<file path="src/core/ucr_consts.svh">
`ifndef UCR_CONSTS_SVH
`define UCR_CONSTS_SVH
// Notes on behaviour
// - When a tone first appears, wait 23 ms for reflections to die away.
// - Then count the tone over a 23 ms window and act on that channel.
// - Any period below 18 us or above 36 us restarts reception.
// - Command 2 mutes volume; a later command other than volume up or down unmutes it.
// - Volume up and down are ignored while muted.
// - Command 1 toggles power, or in the other variant only turns it off.
// - Power command acts only after being present for 0.7 s.
// - Power comes up in the off state.
// - While off, analog levels do not change.
// - While off, a program channel held 0.7 s turns power on.
// - A bus line asserted for at least 10 us is a local command.
// - After acceptance wait 46.2 ms, then pulse the bus for 23.1 ms.
// - During the pulse the code lines are actively driven low.
// - A local command wins over a simultaneous remote one.
// - Bus code is channel plus one, negative logic, E weight 1, A..D 2..16.
// - Channel roles: power, mute, colour, normalise, brightness, volume, programs 15-30.
// - Each analog step takes 184.8 ms while up or down is held.
// - Each analog output is PWM with 30 duty levels.
// - Normalise sets the analog levels to mid-range.
// - All codes appear on the five-line bus, also used for local input; a code that arrives while a pulse is pending is not sent.

`define UCR_CLK_HZ       25000000
`define UCR_CLK_MHZ      25
`define UCR_T_SETTLE_US  23000
`define UCR_T_MEAS_US    23000
`define UCR_T_PER_MIN_US 18
`define UCR_T_PER_MAX_US 36
`define UCR_T_HOLD_MS    700
`define UCR_T_LOCAL_US   10
`define UCR_T_PROC_US    46200
`define UCR_T_PULSE_US   23100
`define UCR_T_STEP_US    184800
`define UCR_PWM_HZ       8990

`define UCR_SETTLE_CYC  (`UCR_T_SETTLE_US * `UCR_CLK_MHZ)
`define UCR_MEAS_CYC    (`UCR_T_MEAS_US * `UCR_CLK_MHZ)
`define UCR_PER_MIN_CYC ((`UCR_T_PER_MIN_US * `UCR_CLK_HZ + 999999) / 1000000)
`define UCR_PER_MAX_CYC ((`UCR_T_PER_MAX_US * `UCR_CLK_HZ) / 1000000)
`define UCR_HOLD_CYC    (`UCR_T_HOLD_MS * (`UCR_CLK_HZ / 1000))
`define UCR_LOCAL_CYC   ((`UCR_T_LOCAL_US * `UCR_CLK_HZ + 999999) / 1000000)
`define UCR_PROC_CYC    (`UCR_T_PROC_US * `UCR_CLK_MHZ)
`define UCR_PULSE_CYC   (`UCR_T_PULSE_US * `UCR_CLK_MHZ)
`define UCR_STEP_CYC    (`UCR_T_STEP_US * `UCR_CLK_MHZ)
`define UCR_LVL_STEPS   30
`define UCR_PWM_DIV     (`UCR_CLK_HZ / (`UCR_PWM_HZ * `UCR_LVL_STEPS))

// Tone of channel 1 and channel spacing, in tenths of a hertz.
`define UCR_F1_DHZ      339449
`define UCR_FSTEP_DHZ   3464

`define UCR_LVL_MIN     5'h01
`define UCR_LVL_MAX     5'h1E
`define UCR_LVL_MID     5'h0F

`define UCR_CH_NONE     5'h00
`define UCR_CH_ONOFF    5'h01
`define UCR_CH_MUTE     5'h02
`define UCR_CH_COL_UP   5'h03
`define UCR_CH_NORM     5'h04
`define UCR_CH_COL_DN   5'h05
`define UCR_CH_BRI_UP   5'h07
`define UCR_CH_BRI_DN   5'h09
`define UCR_CH_VOL_UP   5'h0B
`define UCR_CH_VOL_DN   5'h0D
`define UCR_CH_PROG_LO  5'h0F
`define UCR_CH_PROG_HI  5'h1E

`define UCR_A_CTRL      8'h00
`define UCR_A_STATUS    8'h04
`define UCR_A_LEVELS    8'h08
`define UCR_CTRL_TOGGLE 0
`define UCR_CTRL_RST    32'h0000_0001
`endif

</file>
<file path="src/core/ucr_pkg.sv">
package ucr_pkg;
   typedef enum logic [1:0] {
      RX_IDLE   = 2'b00,
      RX_SETTLE = 2'b01,
      RX_MEAS   = 2'b10
   } ucr_rx_e;
   typedef enum logic [1:0] {
      BUS_IDLE  = 2'b00,
      BUS_PROC  = 2'b01,
      BUS_PULSE = 2'b10
   } ucr_bus_e;
   typedef logic [4:0] ucr_ch_t;
endpackage

</file>
<file path="src/core/ucr_filt.sv">
`timescale 1ns/100ps
// Two-stage synchroniser followed by a stability filter: the output takes
// the input value only after it has held still for N clocks.
module ucr_filt #(
   parameter int W = 5,
   parameter int N = 250
) (
   input  wire logic         pclk,
   input  wire logic         presetn,
   input  wire logic [W-1:0] din,
   input  wire logic         clr,
   output logic      [W-1:0] dout,
   output logic              armed
);
   localparam int CW = $clog2(N + 1);
   logic [W-1:0]  s1_q, s2_q, s3_q, out_q, out_d;
   logic [CW-1:0] cnt_q, cnt_d;
   logic          arm_q, arm_d;

   generate
      if (N < 1 || W < 1) begin : g_bad
         $error("ucr_filt needs N and W of at least one");
      end
   endgenerate

   always_comb begin
      cnt_d = cnt_q;
      out_d = out_q;
      arm_d = arm_q;
      if (clr) begin
         cnt_d = '0;
         out_d = '0;
         arm_d = 1'b0;
      end else if (s2_q != s3_q) begin
         cnt_d = '0;
      end else if (cnt_q == CW'(N - 1)) begin
         out_d = s3_q;
         arm_d = 1'b1;
      end else begin
         cnt_d = cnt_q + CW'(1);
      end
   end

   always_ff @(posedge pclk or negedge presetn) begin
      if (!presetn) begin
         s1_q  <= '0;
         s2_q  <= '0;
         s3_q  <= '0;
         out_q <= '0;
         cnt_q <= '0;
         arm_q <= 1'b0;
      end else begin
         s1_q  <= din;
         s2_q  <= s1_q;
         s3_q  <= s2_q;
         out_q <= out_d;
         cnt_q <= cnt_d;
         arm_q <= arm_d;
      end
   end

   assign dout  = out_q;
   assign armed = arm_q;
endmodule // ucr_filt

</file>
<file path="src/core/ucr_level.sv">
`timescale 1ns/100ps
`include "ucr_consts.svh"
// One analog channel: a stepped level and its PWM output.
module ucr_level #(
   parameter int STEP = `UCR_STEP_CYC,
   parameter int DIV  = `UCR_PWM_DIV
) (
   input  wire logic       pclk,
   input  wire logic       presetn,
   input  wire logic       up,
   input  wire logic       down,
   input  wire logic       norm,
   input  wire logic       freeze,
   input  wire logic       blank,
   output logic      [4:0] level,
   output logic            pwm
);
   logic [31:0] stp_q, stp_d, div_q, div_d;
   logic [4:0]  lvl_q, lvl_d, slot_q, slot_d;
   logic        pwm_q, pwm_d;

   generate
      if (STEP < 1 || DIV < 1) begin : g_bad
         $error("ucr_level needs STEP and DIV of at least one");
      end
   endgenerate

   always_comb begin
      lvl_d = lvl_q;
      stp_d = '0;
      if (!freeze) begin
         if (norm) begin
            lvl_d = `UCR_LVL_MID;
         end else if (up ^ down) begin
            stp_d = stp_q + 32'h1;
            if (stp_q == 32'(STEP - 1)) begin
               stp_d = '0;
               if (up && lvl_q != `UCR_LVL_MAX) lvl_d = lvl_q + 5'h01;
               if (down && lvl_q != `UCR_LVL_MIN) lvl_d = lvl_q - 5'h01;
            end
         end
      end
      div_d  = (div_q == 32'(DIV - 1)) ? 32'h0 : div_q + 32'h1;
      slot_d = slot_q;
      if (div_q == 32'(DIV - 1))
         slot_d = (slot_q == `UCR_LVL_MAX - 5'h01) ? 5'h00 : slot_q + 5'h01;
      pwm_d = !blank && (slot_q < lvl_q);
   end

   always_ff @(posedge pclk or negedge presetn) begin
      if (!presetn) begin
         lvl_q  <= `UCR_LVL_MID;
         stp_q  <= '0;
         div_q  <= '0;
         slot_q <= '0;
         pwm_q  <= 1'b0;
      end else begin
         lvl_q  <= lvl_d;
         stp_q  <= stp_d;
         div_q  <= div_d;
         slot_q <= slot_d;
         pwm_q  <= pwm_d;
      end
   end

   assign level = lvl_q;
   assign pwm   = pwm_q;
endmodule // ucr_level

</file>
<file path="src/core/ucr_receiver.sv">
// Our own choices: register access over APB and the address map.
`timescale 1ns/100ps
`include "ucr_consts.svh"
module ucr_receiver #(
   parameter int SETTLE_CYC = `UCR_SETTLE_CYC,
   parameter int MEAS_CYC   = `UCR_MEAS_CYC,
   parameter int HOLD_CYC   = `UCR_HOLD_CYC,
   parameter int PROC_CYC   = `UCR_PROC_CYC,
   parameter int PULSE_CYC  = `UCR_PULSE_CYC,
   parameter int STEP_CYC   = `UCR_STEP_CYC,
   parameter int PWM_DIV    = `UCR_PWM_DIV
) (
   input  wire logic        pclk,
   input  wire logic        presetn,
   input  wire logic [7:0]  paddr,
   input  wire logic        psel,
   input  wire logic        penable,
   input  wire logic        pwrite,
   input  wire logic [31:0] pwdata,
   output logic      [31:0] prdata,
   output logic             pready,
   output logic             pslverr,
   input  wire logic        us_in,
   input  wire logic [4:0]  bus_in,
   output logic      [4:0]  bus_out,
   output logic      [4:0]  bus_oe,
   output logic             power_on,
   output logic             vol_pwm,
   output logic             color_pwm,
   output logic             bright_pwm
);
   // ----------------------------------------------------------------------
   // Parameter checks and declarations
   // ----------------------------------------------------------------------
   generate
      if (SETTLE_CYC < 1 || MEAS_CYC < 1 || HOLD_CYC < 1 || PROC_CYC < 1 ||
          PULSE_CYC < 1 || MEAS_CYC > 60000000) begin : g_bad
         $error("ucr_receiver timing parameters out of range");
      end
   endgenerate

   localparam logic [15:0] PER_MIN = 16'(`UCR_PER_MIN_CYC);
   localparam logic [15:0] PER_MAX = 16'(`UCR_PER_MAX_CYC);

   ucr_pkg::ucr_rx_e  rx_q, rx_d;
   ucr_pkg::ucr_bus_e bs_q, bs_d;
   ucr_pkg::ucr_ch_t  rxch_q, rxch_d, loch_q, loch_d, prev_q, cmd_now;
   logic [31:0] tmr_q, tmr_d, btmr_q, btmr_d, hold_q, hold_d;
   logic [15:0] per_q, per_d, edg_q, edg_d;
   logic [4:0]  bcode_q, bcode_d, oe_q, oe_d, loc_code, vol_l, col_l, bri_l;
   logic        us_s, us_p_q, rise, loc_armed, loc_blind, drive;
   logic        new_cmd, hold_hit, on_q, on_d, mute_q, mute_d, tog_q, tog_d;
   logic [31:0] rd_q, rd_d;
   logic        hit;

   // ----------------------------------------------------------------------
   // Input conditioning
   // ----------------------------------------------------------------------
   ucr_filt #(.W(1), .N(1)) u_us (
      .pclk    (pclk),
      .presetn (presetn),
      .din     (us_in),
      .clr     (1'b0),
      .dout    (us_s),
      .armed   ()
   );

   // Our own pulse reads back on the lines, so the filter is held clear
   // while we drive and must re-qualify a key after we let go.
   ucr_filt #(.W(5), .N(`UCR_LOCAL_CYC)) u_loc (
      .pclk    (pclk),
      .presetn (presetn),
      .din     (bus_in),
      .clr     (drive),
      .dout    (loc_code),
      .armed   (loc_armed)
   );

   assign rise      = us_s && !us_p_q;
   assign loc_blind = drive || !loc_armed;
   assign drive     = (bs_q == ucr_pkg::BUS_PULSE);

   // ----------------------------------------------------------------------
   // Tone measurement
   // ----------------------------------------------------------------------
   // Rising edges in one window are compared with thresholds half a
   // channel below each tone; anything above channel 30 is no channel.
   function automatic ucr_pkg::ucr_ch_t decode(input logic [15:0] n);
      ucr_pkg::ucr_ch_t ch;
      longint           thr;
      ch = `UCR_CH_NONE;
      for (int c = 1; c <= 31; c++) begin
         thr = ((longint'(`UCR_F1_DHZ) + longint'(`UCR_FSTEP_DHZ) * (c - 1)
               - longint'(`UCR_FSTEP_DHZ) / 2) * MEAS_CYC) / (longint'(`UCR_CLK_HZ) * 10);
         if (longint'(n) >= thr) ch = (c == 31) ? `UCR_CH_NONE : 5'(c);
      end
      return ch;
   endfunction

   always_comb begin
      rx_d   = rx_q;
      tmr_d  = tmr_q + 32'h1;
      per_d  = (per_q == 16'hFFFF) ? per_q : per_q + 16'h1;
      edg_d  = edg_q;
      rxch_d = rxch_q;
      if (rise) per_d = 16'h1;
      case (rx_q)
         ucr_pkg::RX_IDLE: begin
            tmr_d  = '0;
            rxch_d = `UCR_CH_NONE;
            if (rise) rx_d = ucr_pkg::RX_SETTLE;
         end
         ucr_pkg::RX_SETTLE: begin
            if (tmr_q == 32'(SETTLE_CYC - 1)) begin
               rx_d  = ucr_pkg::RX_MEAS;
               tmr_d = '0;
               edg_d = '0;
            end
         end
         ucr_pkg::RX_MEAS: begin
            if (rise && edg_q != 16'hFFFF) edg_d = edg_q + 16'h1;
            if (tmr_q == 32'(MEAS_CYC - 1)) begin
               rxch_d = decode(edg_d);
               tmr_d  = '0;
               edg_d  = '0;
            end
         end
         default: rx_d = ucr_pkg::RX_IDLE;
      endcase
      // Loss of tone shows up as an over-long period and also ends reception.
      if (rx_q != ucr_pkg::RX_IDLE &&
          ((rise && per_q < PER_MIN) || per_q > PER_MAX)) begin
         rx_d   = ucr_pkg::RX_IDLE;
         rxch_d = `UCR_CH_NONE;
         tmr_d  = '0;
      end
   end

   always_ff @(posedge pclk or negedge presetn) begin
      if (!presetn) begin
         rx_q   <= ucr_pkg::RX_IDLE;
         tmr_q  <= '0;
         per_q  <= '0;
         edg_q  <= '0;
         rxch_q <= `UCR_CH_NONE;
         us_p_q <= 1'b0;
      end else begin
         rx_q   <= rx_d;
         tmr_q  <= tmr_d;
         per_q  <= per_d;
         edg_q  <= edg_d;
         rxch_q <= rxch_d;
         us_p_q <= us_s;
      end
   end

   // ----------------------------------------------------------------------
   // Command selection and hold timing
   // ----------------------------------------------------------------------
   always_comb begin
      loch_d = loch_q;
      if (!loc_blind)
         loch_d = (loc_code >= 5'h02) ? loc_code - 5'h01 : `UCR_CH_NONE;
   end

   assign cmd_now  = (loch_q != `UCR_CH_NONE) ? loch_q : rxch_q;
   assign new_cmd  = (cmd_now != `UCR_CH_NONE) && (cmd_now != prev_q);
   assign hold_hit = (cmd_now != `UCR_CH_NONE) && (cmd_now == prev_q) &&
                     (hold_q == 32'(HOLD_CYC - 1));

   always_comb begin
      hold_d = '0;
      if (cmd_now != `UCR_CH_NONE && cmd_now == prev_q)
         hold_d = (hold_q == 32'(HOLD_CYC)) ? hold_q : hold_q + 32'h1;
   end

   always_ff @(posedge pclk or negedge presetn) begin
      if (!presetn) begin
         loch_q <= `UCR_CH_NONE;
         prev_q <= `UCR_CH_NONE;
         hold_q <= '0;
      end else begin
         loch_q <= loch_d;
         prev_q <= cmd_now;
         hold_q <= hold_d;
      end
   end

   // ----------------------------------------------------------------------
   // Bus answer: processing delay then a low pulse on the code lines
   // ----------------------------------------------------------------------
   // Commands that arrive while a pulse is pending still act on the set but
   // produce no second pulse.
   always_comb begin
      bs_d    = bs_q;
      btmr_d  = btmr_q + 32'h1;
      bcode_d = bcode_q;
      oe_d    = 5'h00;
      case (bs_q)
         ucr_pkg::BUS_IDLE: begin
            btmr_d = '0;
            if (new_cmd) begin
               bs_d    = ucr_pkg::BUS_PROC;
               bcode_d = cmd_now + 5'h01;
            end
         end
         ucr_pkg::BUS_PROC: begin
            if (btmr_q == 32'(PROC_CYC - 1)) begin
               bs_d   = ucr_pkg::BUS_PULSE;
               btmr_d = '0;
               oe_d   = bcode_q;
            end
         end
         ucr_pkg::BUS_PULSE: begin
            oe_d = bcode_q;
            if (btmr_q == 32'(PULSE_CYC - 1)) begin
               bs_d   = ucr_pkg::BUS_IDLE;
               btmr_d = '0;
               oe_d   = 5'h00;
            end
         end
         default: bs_d = ucr_pkg::BUS_IDLE;
      endcase
   end

   always_ff @(posedge pclk or negedge presetn) begin
      if (!presetn) begin
         bs_q    <= ucr_pkg::BUS_IDLE;
         btmr_q  <= '0;
         bcode_q <= 5'h00;
         oe_q    <= 5'h00;
      end else begin
         bs_q    <= bs_d;
         btmr_q  <= btmr_d;
         bcode_q <= bcode_d;
         oe_q    <= oe_d;
      end
   end

   assign bus_oe  = oe_q;
   assign bus_out = 5'h00;

   // ----------------------------------------------------------------------
   // Power and mute state
   // ----------------------------------------------------------------------
   always_comb begin
      on_d   = on_q;
      mute_d = mute_q;
      if (hold_hit && cmd_now == `UCR_CH_ONOFF)
         on_d = tog_q ? !on_q : 1'b0;
      else if (hold_hit && !on_q && cmd_now >= `UCR_CH_PROG_LO &&
               cmd_now <= `UCR_CH_PROG_HI)
         on_d = 1'b1;
      if (new_cmd) begin
         if (cmd_now == `UCR_CH_MUTE) mute_d = !mute_q;
         else if (cmd_now != `UCR_CH_VOL_UP && cmd_now != `UCR_CH_VOL_DN)
            mute_d = 1'b0;
      end
   end

   always_ff @(posedge pclk or negedge presetn) begin
      if (!presetn) begin
         on_q   <= 1'b0;
         mute_q <= 1'b0;
      end else begin
         on_q   <= on_d;
         mute_q <= mute_d;
      end
   end

   assign power_on = on_q;

   // ----------------------------------------------------------------------
   // Analog channels
   // ----------------------------------------------------------------------
   ucr_level #(.STEP(STEP_CYC), .DIV(PWM_DIV)) u_vol (
      .pclk    (pclk),
      .presetn (presetn),
      .up      (cmd_now == `UCR_CH_VOL_UP && !mute_q),
      .down    (cmd_now == `UCR_CH_VOL_DN && !mute_q),
      .norm    (new_cmd && cmd_now == `UCR_CH_NORM),
      .freeze  (!on_q),
      .blank   (mute_q),
      .level   (vol_l),
      .pwm     (vol_pwm)
   );

   ucr_level #(.STEP(STEP_CYC), .DIV(PWM_DIV)) u_col (
      .pclk    (pclk),
      .presetn (presetn),
      .up      (cmd_now == `UCR_CH_COL_UP),
      .down    (cmd_now == `UCR_CH_COL_DN),
      .norm    (new_cmd && cmd_now == `UCR_CH_NORM),
      .freeze  (!on_q),
      .blank   (1'b0),
      .level   (col_l),
      .pwm     (color_pwm)
   );

   ucr_level #(.STEP(STEP_CYC), .DIV(PWM_DIV)) u_bri (
      .pclk    (pclk),
      .presetn (presetn),
      .up      (cmd_now == `UCR_CH_BRI_UP),
      .down    (cmd_now == `UCR_CH_BRI_DN),
      .norm    (new_cmd && cmd_now == `UCR_CH_NORM),
      .freeze  (!on_q),
      .blank   (1'b0),
      .level   (bri_l),
      .pwm     (bright_pwm)
   );

   // ----------------------------------------------------------------------
   // APB register file
   // ----------------------------------------------------------------------
   assign hit     = (paddr == `UCR_A_CTRL) || (paddr == `UCR_A_STATUS) ||
                    (paddr == `UCR_A_LEVELS);
   assign pready  = psel && penable;
   assign pslverr = psel && penable && !hit;
   assign prdata  = rd_q;

   // Read data is captured in the setup cycle so that it comes from a flop.
   always_comb begin
      tog_d = tog_q;
      rd_d  = rd_q;
      if (psel && penable && pwrite && paddr == `UCR_A_CTRL)
         tog_d = pwdata[`UCR_CTRL_TOGGLE];
      if (psel && !penable) begin
         case (paddr)
            `UCR_A_CTRL:   rd_d = {31'h0, tog_q};
            `UCR_A_STATUS: rd_d = {17'h0, bcode_q, 1'b0, drive,
                                   rx_q != ucr_pkg::RX_IDLE, cmd_now, mute_q, on_q};
            `UCR_A_LEVELS: rd_d = {11'h0, bri_l, 3'h0, col_l, 3'h0, vol_l};
            default:       rd_d = 32'h0;
         endcase
      end
   end

   always_ff @(posedge pclk or negedge presetn) begin
      if (!presetn) begin
         tog_q <= 1'(`UCR_CTRL_RST);
         rd_q  <= 32'h0;
      end else begin
         tog_q <= tog_d;
         rd_q  <= rd_d;
      end
   end
endmodule // ucr_receiver

</file>
<file path="config.mk">
export PLATFORM = sky130hd
export DESIGN_NAME = ucr_receiver
export DESIGN_NICKNAME = d
export VERILOG_FILES = /design/src/core/ucr_pkg.sv /design/src/core/ucr_filt.sv /design/src/core/ucr_level.sv /design/src/core/ucr_receiver.sv
export VERILOG_INCLUDE_DIRS = /design/src /design/src/core
export SDC_FILE = /design/constraint.sdc
export NUM_CORES = 1
export LEC_CHECK = 0
export ABC_AREA = 1
export BUFFER_PORTS_ARGS = -buffer_cell sky130_fd_sc_hd__buf_4
export CORE_UTILIZATION = 51
export DETAILED_ROUTE_END_ITERATION = 16
export PLACE_DENSITY = 0.68
export SLEW_MARGIN = 20
export SYNTH_ARGS = -nofsm -noshare
export SYNTH_HDL_FRONTEND = slang
export SYNTH_SLANG_ARGS = --single-unit
</file>
<file path="constraint.sdc">
create_clock -name pclk -period 3.9 [get_ports pclk]
set_input_delay 0.975 -clock pclk [delete_from_list [all_inputs] [get_ports pclk]]
set_output_delay 0.975 -clock pclk [all_outputs]
set_load 0.03 [all_outputs]
</file>
==> results of run 1 <==
==> layer usage <==
layer | vias up | routed length, um | track usage
met2 | 309 | 24400 | 0.372
li1 | 9962 | - | -
met5 | - | 0 | 0
met4 | 0 | 1130 | 0.0690
met3 | 83 | 1890 | 0.0306
met1 | 9379 | 23500 | 0.295
==> state kept, by name (all words and copies together) (netlist names), 8 cells and up <==
signal	cells
u_col.stp_q	32
btmr_q	32
tmr_q	32
u_vol.stp_q	32
u_loc.cnt_q	8
u_bri.div_q	32
per_q	16
u_col.div_q	32
hold_q	32
u_vol.div_q	32
u_bri.stp_q	32
edg_q	16
prdata	20
==> stage by stage <==
step	utilization	hold slack, ns	setup WS [ns]
after floorplan	-	0.331	0.790
after global placement	0.542	0.332	0.345
after detailed placement	0.542	0.335	0.308
after CTS	0.576	0.347	0.292
after global routing	0.577	0.357	0.00541
final	0.577	0.344	0.420
==> power by group through the flow <==
stage	combinational (mW)	clock [mW]	sequential, mW
final	1.03	4.52	4.74
after global routing	1.17	4.84	4.76
after CTS	1.04	4.68	4.74
after detailed placement	1.04	0	4.82
after global placement	1.00	0	4.82
after floorplan	0.685	0	4.80
==> critical path: stages (launching register included) <==
cell       delay [ns]
dfrtp_1          0.42
ha_1             0.26
inv_1            0.09
nor2_4           0.19
nand2_4          0.08
nor2_4           0.12
nor2_4           0.08
buf_4            0.18
nand2_1          0.06
nand2_1          0.12
inv_1            0.20
nand2_2          0.13
a2111oi_2        0.44
nor2_1           0.11
a31oi_1          0.29
o21ai_0          0.14
inv_1            0.08
nand3_1          0.07
nand2_1          0.06
nand2_1          0.05
nand2_1          0.05
nand2_1          0.05
nand2_1          0.06
nand2_1          0.04
==> how the worst max path moves through the flow <==
stage                         from        end  slack, ns
after global placement    edg_q[0]  rxch_q[0]       0.34
after CTS                 edg_q[0]  rxch_q[0]       0.29
after floorplan           paddr[4]    pslverr       0.79
after global routing      edg_q[0]  rxch_q[0]      0.005
after detailed placement  edg_q[0]  rxch_q[0]       0.31
final                     edg_q[0]  rxch_q[0]       0.42
==> cells in the mapped netlist (all sizes together) (30+ instances only) <==
| cell | instances | share of area |
|---|---|---|
| inv | 524 | 0.082 |
| nand2 | 499 | 0.082 |
| dfrtp | 426 | 0.45 |
| nor2 | 410 | 0.069 |
| nor3 | 147 | 0.032 |
| nand3 | 135 | 0.029 |
| o21ai | 120 | 0.026 |
| a21oi | 111 | 0.024 |
| xor2 | 100 | 0.037 |
| nand4 | 81 | 0.021 |
| nor4 | 81 | 0.023 |
| ha | 60 | 0.031 |
| nor3b | 31 | 0.0097 |
| xnor2 | 31 | 0.011 |
| clkbuf | 30 | 0.0047 |
==> kinds of logic (layout without fill, tap and decap cells) <==
kind of cell / count (synthesis) / in the layout / share of synthesized area
flops: 439 / 439 / 0.459
simple gates: 1417 / 1417 / 0.274
fa+ha+maj: 61 / 61 / 0.0318
buf+inv: 577 / 696 / 0.0939
mux: 2 / 2 / 0.000836
compound gates: 368 / 368 / 0.0923
other cells: 1 / 17 / 0.000157
xor+xnor: 131 / 131 / 0.0479
==> timing repair <==
action,4_1_cts,5_1_grt
setup buffers,0,2
endpoints found under the setup margin,0,1
resized for setup,0,1
==> cell type report <==
cell class,instances,area share
clock buffer,72,0.0532
clock inverter,17,0.00589
inverter,526,0.0737
multi-input combinational,1996,0.402
sequential,439,0.411
tap,607,0.0284
timing repair buffer,81,0.0258
==> impl_metrics.tcl, run 1 <==
set metrics [dict create \
    avgViaCountPerCell 5.28 \
    reg2reg_setup_slack_ns 0.42 \
    reg2reg_depth 23 \
    peakVddDrop_uv 385 \
    area_growth_syn_to_layout_pct 11.8 \
    ctsHoldBuffers 0 \
    holdPathEnd "u_loc.s2_q[0]" \
    synth_edf_count 0 \
    die_area_sq_um 47800 \
    p_leak_nw 12.5 \
    layout_commonest_cell "inv_1" \
    finalWirelength_um 50900 \
    yosys_most_used_dff "dfrtp_1" \
    rows 79 \
    antenna_cells 0 \
    clk_latency_ns 0.59 \
    holdCritStartpoint "u_loc.s1_q[0]" \
    core_sq_um 46500 \
    fmax_mhz 287 \
    synthArstFlopShare 1.00 \
    cap_violations 0 \
    arrival_ns 3.96 \
    slew_headroom 0.337 \
    firstDrtPassIters 5 \
    gp_congestion 0.887 \
    finClkSkew_ns 0.0240 \
    p_per_area_nw_per_um2 384 \
    clockRootBuffer "clkbuf_16" \
    regArea_sq_um 11000 \
    vias 19700 \
    min_path_cells 0 \
    synthesis.area_sq_um 24000 \
    ys_warn_count 0 \
    drv_slew 0 \
    crit_path_end_kind "register" \
    grt_pass1_vias 19200 \
    final_area_sq_um 26800 \
    io_pins 99 \
    clkTransAtPathRegs_ns 0.06 \
    tightest_slew_ns 0.988 \
    multi_input_area_sq_um 10800 \
    syn_inst 2996 \
    wire_per_inst_um 13.6 \
    p_sw_mw 2.69 \
    finalCriticalPeriod_ns 3.48 \
    dpl_cell_area_sq_um 25200 \
    internal_power_mw 7.61 \
    cp-start-kind "register" \
    die_w_um 219 \
    drc 0 \
    antenna_found_initial 0 \
    rsz0062_at_grt "false" \
    synth_seq_cells 439 \
    ys_seq_area_frac 0.459 \
    drt_iter0_markers 1082 \
    p_clk_frac 0.439 \
    tritoncts "yes" \
    clockBufferDepth 3 \
    postRouteAntennaNets 0 \
    critPathKind "reg2reg" \
    r2r-start "edg_q[0]" \
    clock-sinks 439 \
    switching_share 0.261 \
    nNetsFinal 3203 \
    crit_fanout 10 \
    cts_buffers 48 \
    hold_viol 0 \
    crit_required_ns 4.38 \
    start_util 0.516 \
    hpwl_um 36600 \
    synth_area_per_cell_sq_um 7.99 \
    p_comb_frac 0.100 \
    netlist-cell-type-count 69 \
    fin_crit_sh 0.892 \
    final_cells 3738 \
    setup_tns_ns 0 \
    overflow 0 \
    die_h_um 219 \
    grtUsageTotal 0.221 \
    outcome "completed" \
    design_power_total_mw 10.3 \
    layout-drive-gt1-share 0.0811 \
    grt_pass1_wl_um 88900 \
    fill_cells 4165 \
    p_seq_frac 0.461 \
    dp.cells 3647 \
    finalSetupViolCount 0 \
    final_cell_mix "515 x inv_1, 480 x nand2_1, 426 x dfrtp_1" \
    grt_start_max_net_pins 76 \
    hold_class "reg2reg" \
    htreeDepth 2 \
    worst_r2r_endpoint "rxch_q[0]" \
    io_buffers 50 \
]
No activity file was read; power rests on OpenSTA's default activity.
==> run 2: changes to the inputs <==
--- a/config.mk
+++ b/config.mk
@@ -8,9 +8,9 @@
 export LEC_CHECK = 0
 export ABC_AREA = 1
 export BUFFER_PORTS_ARGS = -buffer_cell sky130_fd_sc_hd__buf_4
-export CORE_UTILIZATION = 51
+export CORE_UTILIZATION = 60
 export DETAILED_ROUTE_END_ITERATION = 16
-export PLACE_DENSITY = 0.68
+export PLACE_DENSITY = 0.78
 export SLEW_MARGIN = 20
 export SYNTH_ARGS = -nofsm -noshare
 export SYNTH_HDL_FRONTEND = slang
==> impl_metrics.tcl, run 2 (same netlist as run 1, synthesis figures left out) <==
set metrics [dict create \
    outcome "completed" \
    wire_per_inst_um 14.2 \
    cp_slowest_cell "dfrtp_1" \
    grtUsageTotal 0.260 \
    postRouteAntennaNets 0 \
    crit_top_cell "nand2_1" \
    peakVddDrop_uv 312 \
    grt_pass1_wl_um 89400 \
    drt_iter0_markers 1238 \
    setup_slack_ns 0.358 \
    p_leak_nw 12.5 \
    cts_buffers 48 \
    reg2reg_setup_slack_ns 0.36 \
    antenna_cells 0 \
    die_area_sq_um 40700 \
    vias 20000 \
    io_buffers 50 \
    final_cell_mix "516 x inv_1, 479 x nand2_1, 426 x dfrtp_1" \
    p_seq_frac 0.451 \
    clk_latency_ns 0.59 \
    overflow 0 \
    drc 0 \
    clockBufferDepth 3 \
    clock-sinks 439 \
    r2r-start "edg_q[0]" \
    layout_commonest_cell "inv_1" \
    core_sq_um 39000 \
    io_pins 99 \
    die_h_um 202 \
    p_sw_mw 2.67 \
    place_ws_ns 0.332 \
    switching_share 0.253 \
    critPathMaxStageDelay_ns 0.42 \
    internal_power_mw 7.86 \
    grt_pass1_vias 19400 \
    crit_fanout 11 \
    crit_path_end_kind "register" \
    hold_class "in2async" \
    ctsHoldBuffers 0 \
    startpoint "edg_q[0]" \
    slew_headroom 0.325 \
    finalWirelength_um 51800 \
    p_clk_frac 0.453 \
    area_growth_syn_to_layout_pct 11.6 \
    layout-drive-gt1-share 0.0813 \
    cap_violations 0 \
    grt_start_max_net_pins 82 \
    rsz0062_at_grt "false" \
    clockRootBuffer "clkbuf_16" \
    tightest_slew_ns 1.01 \
    cp-start-kind "register" \
    cts_setup_buffers 0 \
    start_util 0.614 \
    nNetsFinal 3195 \
    drv_slew 0 \
    hpwl_um 36700 \
    gp_congestion 0.910 \
    fill_cells 3101 \
    finalCriticalPeriod_ns 3.54 \
    finalSetupViolCount 0 \
    die_w_um 202 \
    fmax_mhz 282 \
    finClkSkew_ns 0.0184 \
    arrival_ns 4.02 \
    avgViaCountPerCell 5.49 \
    rows 72 \
    antenna_found_initial 0 \
    firstDrtPassIters 5 \
    clkTransAtPathRegs_ns 0.06 \
    setup_tns_ns 0 \
    crit_required_ns 4.38 \
    critPathKind "reg2reg" \
    p_per_area_nw_per_um2 394 \
    hold_viol 0 \
    htreeDepth 2 \
    p_comb_frac 0.096 \
    fin_crit_sh 0.908 \
    tritoncts "yes" \
]
run 2: changes by cell type in the layout (fill, tap and decap cells not counted), sizes merged:
cell,change
buf,-8
clkbuf,-1
bufinv,+3
inv,+3
clkinv,-5
run 2: metrics by stage:
step / instances / area (sq um) / utilization / total power, mW / hold slack [ns]
2_1_floorplan: 3012 / 24000 / - / 5.49 / 0.331
3_3_place_gp: 3552 / 25000 / 0.641 / 5.80 / 0.340
3_5_place_dp: 3552 / 25000 / 0.641 / 5.84 / 0.336
4_1_cts: 3641 / 26700 / 0.685 / 10.6 / 0.351
5_1_grt: 3641 / 26700 / 0.685 / 11.0 / 0.350
6_report: 3641 / 26700 / 0.685 / 10.5 / 0.331
run 2: worst max-delay path: cells and delay by family, from the launching register on:
| family | cells | cell delay [ns] |
|---|---|---|
| flops | 1 | 0.42 |
| simple gates | 25 | 2.13 |
| compound gates | 2 | 0.24 |
| buf+inv | 3 | 0.39 |
| fa+ha+maj | 1 | 0.26 |
run 2: layer usage:
layer  wire length [um]  part of all wire  track usage  vias up
met4               1000             0.019       0.0722        0
met1              23500              0.45        0.347     9536
met2              25100              0.48        0.439      437
met5                  0                 0            0        -
li1                   -                 -            -     9937
met3               2140             0.041       0.0413       88
run 2: worst paths after layout:
check / to / cells after the start
setup / recovery: rxch_q[0] / 31
hold / removal: per_q[7] / 1
setup reg to reg: rxch_q[0] / 31
hold reg to reg: u_loc.s2_q[3] / 0
max in group asynchronous: u_bri.level[0] / 2
min in group pclk: u_loc.s2_q[3] / 0
run 2: power groups by stage:
stage / logic [mW] / registers [mW] / clock network [mW]
6_report: 1.01 / 4.74 / 4.77
5_1_grt: 1.15 / 4.75 / 5.06
4_1_cts: 1.02 / 4.74 / 4.88
3_5_place_dp: 1.01 / 4.82 / 0
3_3_place_gp: 0.982 / 4.82 / 0
2_1_floorplan: 0.685 / 4.80 / 0
run 2: cell type report:
type,instances,area [sq um],area share
clock buffer,71,1460,0.0546
sequential,439,11000,0.412
tap,518,648,0.0243
timing repair buffer,73,618,0.0231
multi-input combinational,1996,10800,0.404
clock inverter,18,234,0.00875
inverter,526,1980,0.0740
run 2: timing repair:
action / CTS / global route
resized for setup: 0 / 5
endpoints found under the setup margin: 0 / 2
hold endpoints to repair: 0 / 0
